## config.mk

```make
export PLATFORM = sky130hd
export DESIGN_NAME = bps_top
export DESIGN_NICKNAME = d
export VERILOG_FILES = /design/src/logic/bps_pkg.sv /design/src/logic/bps_bay.sv /design/src/logic/bps_top.sv
export SDC_FILE = /design/constraint.sdc
export NUM_CORES = 1
export LEC_CHECK = 0
export BUFFER_PORTS_ARGS = -buffer_cell sky130_fd_sc_hd__buf_2
export CAP_MARGIN = 20
export CORE_MARGIN = 8
export CORE_UTILIZATION = 35
export DETAILED_ROUTE_END_ITERATION = 8
export GPL_TIMING_DRIVEN = 0
export PLACE_DENSITY = 0.79
export SLEW_MARGIN = 20
export SYNTH_ARGS = -nofsm -noshare
export SYNTH_HDL_FRONTEND = slang
export SYNTH_SLANG_ARGS = --single-unit
```

## constraint.sdc

```tcl
create_clock -name clock -period 1.3 [get_ports clock]
set_clock_uncertainty 0.05 [all_clocks]
set_input_delay 0.065 -clock clock [delete_from_list [all_inputs] [get_ports clock]]
set_output_delay 0.065 -clock clock [all_outputs]
set_load 0.01 [all_outputs]
```

## src/logic/bps_pkg.sv

```systemverilog
package bps_pkg;
    // ------------------------------------------------------------
    // Register map (word aligned byte addresses)
    // ------------------------------------------------------------
    localparam logic [7:0] ADDR_REQ = 8'h00;
    localparam logic [7:0] ADDR_ILK = 8'h04;
    localparam logic [7:0] ADDR_STAT = 8'h08;
    localparam logic [7:0] ADDR_PRES = 8'h0c;
    localparam logic [7:0] ADDR_CFG = 8'h10;
    // ------------------------------------------------------------
    // Field positions and reset values
    // ------------------------------------------------------------
    localparam int CFG_OPREQ_POS = 0;
    localparam logic REQ_RST = 1'b0;
    localparam logic ILK_RST = 1'b0;
    localparam logic OPREQ_RST = 1'b0;
    localparam logic ACK_RST = 1'b0;
    localparam logic RAIL_RST = 1'b0;
    localparam logic [31:0] DAT_IDLE = 32'h0000_0000;
    localparam logic [31:0] UNMAPPED_DATA = 32'h0000_0000;
endpackage

```

## src/logic/bps_bay.sv

```systemverilog
`timescale 1ns/100ps
`default_nettype none
// ------------------------------------------------------------
// One bay: request, interlock and rail sequencing
// ------------------------------------------------------------
module bps_bay (
    input wire logic clock,
    input wire logic rstn,
    input wire logic req_wr,
    input wire logic req_wdata,
    input wire logic ilk_wr,
    input wire logic ilk_wdata,
    input wire logic present_a,
    input wire logic present_b,
    input wire logic op_good,
    output logic req_reg,
    output logic ilk_reg,
    output logic id_en_reg
);
    logic present;
    logic id_en_next;
    assign present = present_a | present_b;
    // Enable only from software request, qualified every clock
    assign id_en_next = req_reg & present & ilk_reg & op_good;

    always_ff @(posedge clock) begin
        if (!rstn) begin
            req_reg <= bps_pkg::REQ_RST;
            ilk_reg <= bps_pkg::ILK_RST;
            id_en_reg <= bps_pkg::RAIL_RST;
        end else begin
            // Request drops by hardware on removal, no driver action needed
            if (!present)
                req_reg <= 1'b0;
            else if (req_wr)
                req_reg <= req_wdata;
            if (ilk_wr)
                ilk_reg <= ilk_wdata;
            id_en_reg <= id_en_next;
        end
    end
endmodule // bps_bay
`default_nettype wire

```

## src/logic/bps_top.sv

```systemverilog
`timescale 1ns/100ps
`default_nettype none
// Overview of operation
// - Each bay has its own identification rail switch, independent of others.
// - With no device present, hardware keeps the bay's rail off.
// - With neither presence pin active, a software request cannot enable the rail.
// - Presence alone never enables the rail; software must request it.
// - Rail turns off as soon as the interlock disengages.
// - Operating rails must be on before the identification rail enables.
// - Operating rails may drop once the identification rail is off.
module bps_top #(
    parameter int NBAYS = 2
) (
    input wire logic clock,
    input wire logic rstn,
    input wire logic wb_cyc_i,
    input wire logic wb_stb_i,
    input wire logic wb_we_i,
    input wire logic [7:0] wb_adr_i,
    input wire logic [3:0] wb_sel_i,
    input wire logic [31:0] wb_dat_i,
    output logic [31:0] wb_dat_o,
    output logic wb_ack_o,
    input wire logic [NBAYS-1:0] present_a,
    input wire logic [NBAYS-1:0] present_b,
    input wire logic [NBAYS-1:0] op_good,
    output logic [NBAYS-1:0] id_rail_en,
    output logic [NBAYS-1:0] operating_power_rails_en
);
    // ------------------------------------------------------------
    // Parameter check
    // ------------------------------------------------------------
    if (NBAYS < 1 || NBAYS > 32) begin : g_bad
        $error("NBAYS must be 1 to 32");
    end

    // ------------------------------------------------------------
    // Bus decode
    // ------------------------------------------------------------
    logic req_sel, wr_go, rd_go;
    logic hit_req, hit_ilk, hit_stat, hit_pres, hit_cfg;
    logic wr_req, wr_ilk, wr_cfg;
    logic [NBAYS-1:0] req_q, ilk_q, id_q;
    logic [NBAYS-1:0] oprq_reg;
    logic [NBAYS-1:0] oprq_next;
    logic [NBAYS-1:0] pres_vec;
    logic [31:0] rdata;
    // Single-word registers: only lane 0 is needed when NBAYS <= 8
    assign req_sel = wb_cyc_i & wb_stb_i & ~wb_ack_o;
    assign wr_go = req_sel & wb_we_i & wb_sel_i[0];
    assign rd_go = req_sel & ~wb_we_i;
    assign hit_req = (wb_adr_i == bps_pkg::ADDR_REQ);
    assign hit_ilk = (wb_adr_i == bps_pkg::ADDR_ILK);
    assign hit_stat = (wb_adr_i == bps_pkg::ADDR_STAT);
    assign hit_pres = (wb_adr_i == bps_pkg::ADDR_PRES);
    assign hit_cfg = (wb_adr_i == bps_pkg::ADDR_CFG);
    assign wr_req = wr_go & hit_req;
    assign wr_ilk = wr_go & hit_ilk;
    assign wr_cfg = wr_go & hit_cfg;
    assign pres_vec = present_a | present_b;
    assign rdata =
        hit_req ? 32'(req_q) :
        hit_ilk ? 32'(ilk_q) :
        hit_stat ? 32'(id_q) :
        hit_pres ? 32'(pres_vec) :
        hit_cfg ? 32'(oprq_reg) :
        bps_pkg::UNMAPPED_DATA;

    // ------------------------------------------------------------
    // Per-bay switch control
    // ------------------------------------------------------------
    for (genvar i = 0; i < NBAYS; i++) begin : g_bay
        bps_bay u_bay (
            .clock(clock),
            .rstn(rstn),
            .req_wr(wr_req),
            .req_wdata(wb_dat_i[i]),
            .ilk_wr(wr_ilk),
            .ilk_wdata(wb_dat_i[i]),
            .present_a(present_a[i]),
            .present_b(present_b[i]),
            .op_good(op_good[i] & oprq_reg[i]),
            .req_reg(req_q[i]),
            .ilk_reg(ilk_q[i]),
            .id_en_reg(id_q[i])
        );
    end

    // Operating rails stay up while the identification rail is on, so software cannot pull
    // them out from under a live device, except with a CFG write in the clock before id_q rises
    assign oprq_next = wr_cfg ? (wb_dat_i[NBAYS-1:0] | id_q) : (oprq_reg | id_q);

    // ------------------------------------------------------------
    // Registered outputs
    // ------------------------------------------------------------
    always_ff @(posedge clock) begin
        if (!rstn) begin
            wb_ack_o <= bps_pkg::ACK_RST;
            wb_dat_o <= bps_pkg::DAT_IDLE;
            oprq_reg <= {NBAYS{bps_pkg::OPREQ_RST}};
            id_rail_en <= {NBAYS{bps_pkg::RAIL_RST}};
            operating_power_rails_en <= {NBAYS{bps_pkg::OPREQ_RST}};
        end else begin
            wb_ack_o <= req_sel;
            wb_dat_o <= rd_go ? rdata : bps_pkg::DAT_IDLE;
            oprq_reg <= oprq_next;
            id_rail_en <= id_q;
            operating_power_rails_en <= oprq_reg;
        end
    end
endmodule // bps_top
`default_nettype wire

```

After elaboration in Yosys (flattened, before gate mapping):

Cells that the tools add are included.

* register bits: 45
* bits of input ports: 55
* word-level logic and storage cells: 52

* equal/unequal tests: 4
* mux-type cells: 6
* bitwise gates (word level): 25
* reductions and logical operators: 5

Operators with widths (number)
* $and A1 B1 Y1: 16
* $eq A8 B4 Y1 const B: 2
* $mux W2: 6
* $eq A8 B3 Y1 const B: 1
* $eq A8 B5 Y1 const B: 1
* $logic_not A8 Y1: 1
* $or A2 B2 Y2: 3
* $reduce_and A2 Y1: 3
* $reduce_or A6 Y1: 1
* $not A1 Y1: 4
* $or A1 B1 Y1: 2

Longest topological paths before layout:

Gate-level depths: netlist (run 1).

* depth after elaboration: 6
* depth in mapped cells: 5
* depth with buffers taken out: 4

Cells and area by module:

A second synthesis (run 1) with hierarchy kept.

* cells, all modules: 101
* area total of the unflattened synthesis: 912.1 um2

Modules (own cells, without submodules)
* bps_top: instances 1, cells an instance 81, area each 704.4 um2, sequential area each 180.2 um2
* bps_bay: instances 2, cells an instance 10, area each 103.8 um2, sequential area each 60.1 um2

Worst setup path after synthesis (run 1):

Ideal clock, no wire load.

* kind: reg2reg
* start point: register wb_ack_o
* end point: register g_bay[1].u_bay.ilk_reg
* setup time: 0.116 ns
* data arrival time: 1.043 ns
* data required time: 1.134 ns
* slack: 0.091 ns
* stages on the path, launching flop included: 5
* path buffers: 0
* clock period less this slack: 1.209 ns
* path through: dfxtp_1 > and4bb_2 > nand4_1 > mux2i_1 > nor2b_1

* cells in the longest elaborated chain, start to end: 5

RTL lines
* from (decl): line bps_top.sv:23 `output logic wb_ack_o,`
* from (signal assigned): line bps_top.sv:98 `wb_ack_o <= bps_pkg::ACK_RST;`
* from (signal assigned): line bps_top.sv:104 `wb_ack_o <= req_sel;`
* $not A1 Y1: line bps_top.sv:49 `assign req_sel = wb_cyc_i & wb_stb_i & ~wb_ack_o;`
* $and A1 B1 Y1: line bps_top.sv:49
* $and A1 B1 Y1 (2 in series): line bps_top.sv:50 `assign wr_go = req_sel & wb_we_i & wb_sel_i[0];`
* $and A1 B1 Y1: line bps_top.sv:58 `assign wr_ilk = wr_go & hit_ilk;`
* to (signal assigned): line bps_bay.sv:29 `ilk_reg <= bps_pkg::ILK_RST;`
* to (signal assigned): line bps_bay.sv:38 `ilk_reg <= ilk_wdata;`
* to (decl): line bps_bay.sv:17 `output logic ilk_reg,`

Every way passes these cells.
A chain may end at the register's enable or synchronous reset.

Worst setup path in the final report (run 1):

* start point: register wb_ack_o
* end point: register g_bay[0].u_bay.ilk_reg

* cells in the longest elaborated chain, start to end: 5

RTL lines (line)
* $not A1 Y1: bps_top.sv:49
* $and A1 B1 Y1: bps_top.sv:49
* $and A1 B1 Y1 (2 in series): bps_top.sv:50
* $and A1 B1 Y1: bps_top.sv:58
* to (signal assigned): bps_bay.sv:29
* to (signal assigned): bps_bay.sv:38
* to (decl): bps_bay.sv:17

Every way passes these cells.

==> results of run 1 <==
## kinds of logic after synthesis
logic type / share of synthesized area
AO/OA/AOI/OAI: 0.0628
other: 0.00409
multiplexers: 0.0656
AND/OR/NAND/NOR: 0.276
buffers and inverters: 0.264
flip-flops: 0.328
## power by group
part,leakage [nW],internal [W],switching (W)
combinational,0.554,0.000109,0.000102
sequential,0.121,0.000461,0.00000133
clock,0.0177,0.000115,0.000152
total,0.693,0.000684,0.000255
## cell type report
type	instances	area, um2	share of cell area
clock buffers	3	22.5	0.0176
multi-input cells	82	493	0.385
clock inverters	1	5.00	0.00391
flip-flops and latches	15	302	0.235
plain buffers	32	238	0.186
inverters	1	3.75	0.00293
well taps	30	37.5	0.0293
repair buffers	31	180	0.141
## synth_stat cells, drive strengths merged
library cell and instances:
buf 32, dfxtp 15, nor2 10, mux2i 6, a211oi 4, and2 4, nor3 4, nand4 3
nor2b 3, nor3b 3, a211o 2, nand3 2, nand3b 2, nor4b 2, o21ai 2, and3b 1
and4bb 1, conb 1, inv 1, nand2 1, nand4b 1, nor4 1
## metrics by stage
| stage | hold WS [ps] | instances | area, um2 | setup slack, ps |
|---|---|---|---|---|
| 2_1_floorplan | 110 | 130 | 1020 | 91.4 |
| 3_3_place_gp | 260 | 186 | 1190 | 55.5 |
| 3_5_place_dp | 265 | 186 | 1190 | 13.0 |
| 4_1_cts | 27.1 | 195 | 1270 | -0.663 |
| 5_1_grt | 47.9 | 195 | 1280 | -23.3 |
| 6_report | 42.6 | 195 | 1280 | 35.6 |
## repair_timing
| action | in CTS | in global routing |
|---|---|---|
| pin swaps | 1 | 1 |
| gates cloned | 0 | 0 |
| hold buffers | 5 | 0 |
| endpoints found under the setup margin | 1 | 6 |
| buffers inserted | 0 | 0 |
| gates resized for setup | 0 | 3 |
| hold endpoints to repair | 5 | 0 |
## worst paths after layout
check	from	to	cells past startpoint
setup / recovery	wb_ack_o$_SDFF_PN0_	g_bay[0].u_bay.ilk_reg$_SDFFE_PN0P_	4
hold / removal	wb_dat_i[0]	g_bay[0].u_bay.ilk_reg$_SDFFE_PN0P_	3
setup reg to reg	wb_ack_o$_SDFF_PN0_	g_bay[0].u_bay.ilk_reg$_SDFFE_PN0P_	4
hold reg to reg	wb_ack_o$_SDFF_PN0_	wb_ack_o$_SDFF_PN0_	1
## metal layers
metal,vias up,share of wire,global-route usage
met5,-,0,0
met4,0,0.017,0.0548
met3,5,0.12,0.0430
met2,39,0.50,0.196
met1,343,0.36,0.0880
li1,417,-,-
## worst register-to-register path, stage by stage (launching register included)
cell      delay, ps
dfxtp_2         340
and4bb_2        330
nand4_1         180
mux2i_1         190
nor2_1           60
==> impl_metrics.env, run 1 <==
export IMPL_rsz0062_at_grt="true"
export IMPL_routed_via_density=4.12
export IMPL_diodes=0
export IMPL_post_route_util=0.517
export IMPL_ys_ff_latch=15
export IMPL_die_h_um=67.2
export IMPL_wire_per_inst_um=11.9
export IMPL_finalWirelength_mm=2.31
export IMPL_crit_slowest_cell="dfxtp_2"
export IMPL_yosys_warnings=0
export IMPL_core_area_um2=2480
export IMPL_cts_path_max_buffers=2
export IMPL_critPathKind="reg2reg"
export IMPL_max_stage_delay_ps=340
export IMPL_cts_tree="built"
export IMPL_path_delay_family="simple AND/OR/NAND/NOR gates"
export IMPL_cp_required_ps=1430
export IMPL_drive_gt1_frac=0.418
export IMPL_crit_chain="and4bb_2 > nand4_1 > mux2i_1 > nor2_1"
export IMPL_maxCapViolations=0
export IMPL_setup_tns_ps=0
export IMPL_vdd_drop_max_mv=0.491
export IMPL_synth_top_area_cell="dfxtp_1"
export IMPL_synthTopCellsByArea="dfxtp_1, buf_4, mux2i_1, nor2_1, a211oi_1"
export IMPL_clkLatencyLatePin_ps=290
export IMPL_avgSynthCellArea_um2=9.07
export IMPL_timing_final_crit_share=0.973
export IMPL_drtAntennaViolNets=0
export IMPL_hold_path_class="in2reg"
export IMPL_grt_pass1_wl_mm=3.59
export IMPL_mostFrequentLayoutCell="buf_4"
export IMPL_finalSetupViolations=0
export IMPL_syn_cell_area_um2=916
export IMPL_critPathLaunchType="flop"
export IMPL_grt_pass1_vias=885
export IMPL_fillCellCount=256
export IMPL_p_total_w=0.000939
export IMPL_top_level_ports=92
export IMPL_synth_top_area_share=0.328
export IMPL_chipWidth_um=67.2
export IMPL_die_area_um2=4510
export IMPL_dr_first_iter_drc_count=24
export IMPL_grtUsageTotal=0.102
export IMPL_nets=221
export IMPL_cts_root_buf="clkbuf_4"
export IMPL_drv_slew=0
export IMPL_cts_buffers=3
export IMPL_area_growth_pct=39.9
export IMPL_outcome="finished clean"
export IMPL_clkTransAtPathRegs_ps=90
export IMPL_layout_min_cycle_time_ps=1260
export IMPL_max_freq_mhz=791
export IMPL_h_tree_depth=1
export IMPL_drt_pass1_iterations=3
export IMPL_synth_cell_type_count=24
export IMPL_drc=0
export IMPL_rows=18
export IMPL_crit_buf_inv=0
export IMPL_finalHoldViolCount=0
export IMPL_r2r_slack_ps=40
export IMPL_place_hpwl_mm=1.94
export IMPL_cp_arrival_ps=1400
export IMPL_layout_common_cells="buf_4, conb_1, buf_2, dfxtp_1, nor2_1"
export IMPL_place_congestion=0.942
export IMPL_antenna_found_initial=0
export IMPL_vias=804
export IMPL_initial_utilization=0.370
export IMPL_grt_max_degree=10
export IMPL_cts_sinks=15
export IMPL_p_leak_nw=0.693
export IMPL_p_per_area_nw_per_um2=733
export IMPL_yosysSeqAreaShare=0.328
export IMPL_end_kind="flop"
export IMPL_portBuffers=26
export IMPL_overflow=0
export IMPL_synth_cells=101
export IMPL_crit_fanout=4
(Power assumes the default switching activity.)
==> run 2: changes to the inputs <==
Settings changed: ABC_AREA set to 1, CORE_UTILIZATION 35 to 37, MAX_ROUTING_LAYER set to met4.
==> run 2 against run 1 <==
Compared with the run above:
- synthesized cell count is 48% higher
- clock-buffer cell count stayed put
- routed wire length is 3.5% lower
- worst hold slack worse by 22 ps
- sequential cell count stayed put
- worst setup slack better by 78 ps
- global-route usage is 0.81 points lower
- critical path depth is 4 higher
- highest routed layer unchanged
==> impl_metrics.env, run 2 <==
export IMPL_outcome="finished clean"
export IMPL_synthTopCellsByArea="dfxtp_1, buf_4, nand2_1, inv_1, nor2_1"
export IMPL_drv_slew=0
export IMPL_synth_edff_count=0
export IMPL_core_area_um2=2710
export IMPL_cp_arrival_ps=1330
export IMPL_overflow=0
export IMPL_synth_cells=149
export IMPL_syn_cell_area_um2=1030
export IMPL_cts_path_max_buffers=2
export IMPL_yosys_warnings=0
export IMPL_cp_required_ps=1440
export IMPL_finalHoldViolCount=0
export IMPL_crit_fanout=5
export IMPL_p_per_area_nw_per_um2=685
export IMPL_layout_min_cycle_time_ps=1190
export IMPL_yosysSeqAreaShare=0.292
export IMPL_drc=0
export IMPL_crit_chain="nor2_2 > nand3_2 > inv_1 > nand2_2 > nand2_1 > nand2_1 > nor2_1 > nor2_1"
export IMPL_dp_cells=236
export IMPL_routed_via_density=3.85
export IMPL_min_from="wb_stb_i"
export IMPL_avgSynthCellArea_um2=6.91
export IMPL_h_tree_depth=1
export IMPL_final_cells=244
export IMPL_nets=269
export IMPL_setup_slack_ps=113
export IMPL_setup_worst_path_start="wb_ack_o$_SDFF_PN0_"
export IMPL_mostFrequentLayoutCell="buf_4"
export IMPL_synth_top_area_share=0.292
export IMPL_die_area_um2=4730
export IMPL_synth_most_common_cell="buf_4"
export IMPL_grt_max_degree=11
export IMPL_diodes=0
export IMPL_synth_top_area_cell="dfxtp_1"
export IMPL_crit_slowest_cell="dfxtp_1"
export IMPL_max_freq_mhz=843
export IMPL_vdd_drop_max_mv=0.583
export IMPL_synthArstFlopShare=0
export IMPL_grtUsageTotal=0.0943
export IMPL_antenna_found_initial=0
export IMPL_finalWirelength_mm=2.23
export IMPL_portBuffers=27
export IMPL_grt_pass1_wl_mm=3.36
export IMPL_vias=940
export IMPL_p_total_w=0.000946
export IMPL_cts_buffers=3
export IMPL_layout_common_cells="buf_4, conb_1, nand2_1, buf_2, inv_1"
export IMPL_critPathKind="reg2reg"
export IMPL_synth_common_cells="buf_4, nand2_1, inv_1, nor2_1, dfxtp_1"
export IMPL_dr_first_iter_drc_count=42
export IMPL_rsz0062_at_grt="false"
export IMPL_drt_pass1_iterations=3
export IMPL_setup_tns_ps=0
export IMPL_grt_pass1_vias=876
export IMPL_finalSetupViolations=0
export IMPL_cts_root_buf="clkbuf_4"
export IMPL_die_h_um=68.8
export IMPL_wire_per_inst_um=9.14
export IMPL_max_stage_delay_ps=340
export IMPL_clkLatencyLatePin_ps=290
export IMPL_cts_tree="built"
export IMPL_clkTransAtPathRegs_ps=90
export IMPL_drive_gt1_frac=0.390
export IMPL_p_leak_nw=0.818
export IMPL_maxCapViolations=0
export IMPL_initial_utilization=0.380
export IMPL_timing_final_crit_share=0.913
export IMPL_cts_sinks=15
export IMPL_critPathLaunchType="flop"
export IMPL_fillCellCount=289
export IMPL_end_kind="flop"
export IMPL_area_growth_pct=34.0
export IMPL_place_congestion=0.805
export IMPL_ys_ff_latch=15
export IMPL_drtAntennaViolNets=0
export IMPL_dp_slack_ps=127
export IMPL_chipWidth_um=68.8
export IMPL_rows=19
export IMPL_synth_ff_type="dfxtp_1"
export IMPL_hold_path_class="in2reg"
export IMPL_synth_cell_type_count=21
export IMPL_r2r_start="wb_ack_o$_SDFF_PN0_"
export IMPL_top_level_ports=92
export IMPL_place_hpwl_mm=1.97
## run 2: cell count changes in the layout (fill, tap and decap cells not counted), sizes merged, moves of 4 or more
cell    before  now
nand2        1   32
inv          1   21
nor2        10   24
mux2i        6    0
nand3        2   12
a211oi       4    0
## run 2: cell families after synthesis
family | after synthesis | synth area share
buffers and inverters | 53 | 0.307
AOI/OAI and AO/OA | 4 | 0.0267
DFF | 15 | 0.292
other | 1 | 0.00364
and+or+nand+nor | 76 | 0.371
## run 2: stage by stage
stage	utilization	hold slack, ps	instance area, um2
after floorplan	-	155	1140
after global placement	0.484	289	1310
after global routing	0.509	18.7	1380
final	0.509	20.8	1380
after detailed placement	0.484	295	1310
after CTS	0.509	9.98	1380
## run 2: report_power, final
part,switching (W),internal [W],leakage [nW]
combinational,0.000107,0.000106,0.680
clock,0.000157,0.000114,0.0177
sequential,0.00000125,0.000460,0.121
## run 2: worst max-delay path: cells and delay by family (launching register included)
family,cells,cell delay [ps]
and+or+nand+nor,7,570
buffers and inverters,1,130
DFF,1,340
## run 2: final timing paths
kind / end / slack, ps / cells past startpoint
setup / recovery: oprq_reg[0]$_SDFF_PN0_ / 110 / 8
hold / removal: wb_ack_o$_SDFF_PN0_ / 20 / 3
setup reg to reg: oprq_reg[0]$_SDFF_PN0_ / 110 / 8
hold reg to reg: id_rail_en[0]$_SDFF_PN0_ / 390 / 2
## run 2: what timing repair did
| action | in CTS | in global routing |
|---|---|---|
| setup buffers | 0 | 0 |
| hold endpoints to repair | 6 | 0 |
| hold buffers | 4 | 0 |
| resized for setup | 0 | 0 |
## run 2: area by class of cell
cell class	instances	area (um2)	area share
inverters	22	83.8	0.0607
repair buffers	31	175	0.127
flip-flops and latches	15	300	0.218
well taps	31	38.8	0.0281
clock buffers	3	22.5	0.0163
plain buffers	31	233	0.169
clock inverters	1	5.00	0.00363
multi-input cells	110	522	0.378
## run 2: routing by layer
layer,vias to the layer above,global-route usage,wire length (um)
met5,-,-,0
met4,0,0.0276,15
met3,2,0.0388,185
met2,33,0.160,1080
met1,387,0.0983,946
li1,518,-,-
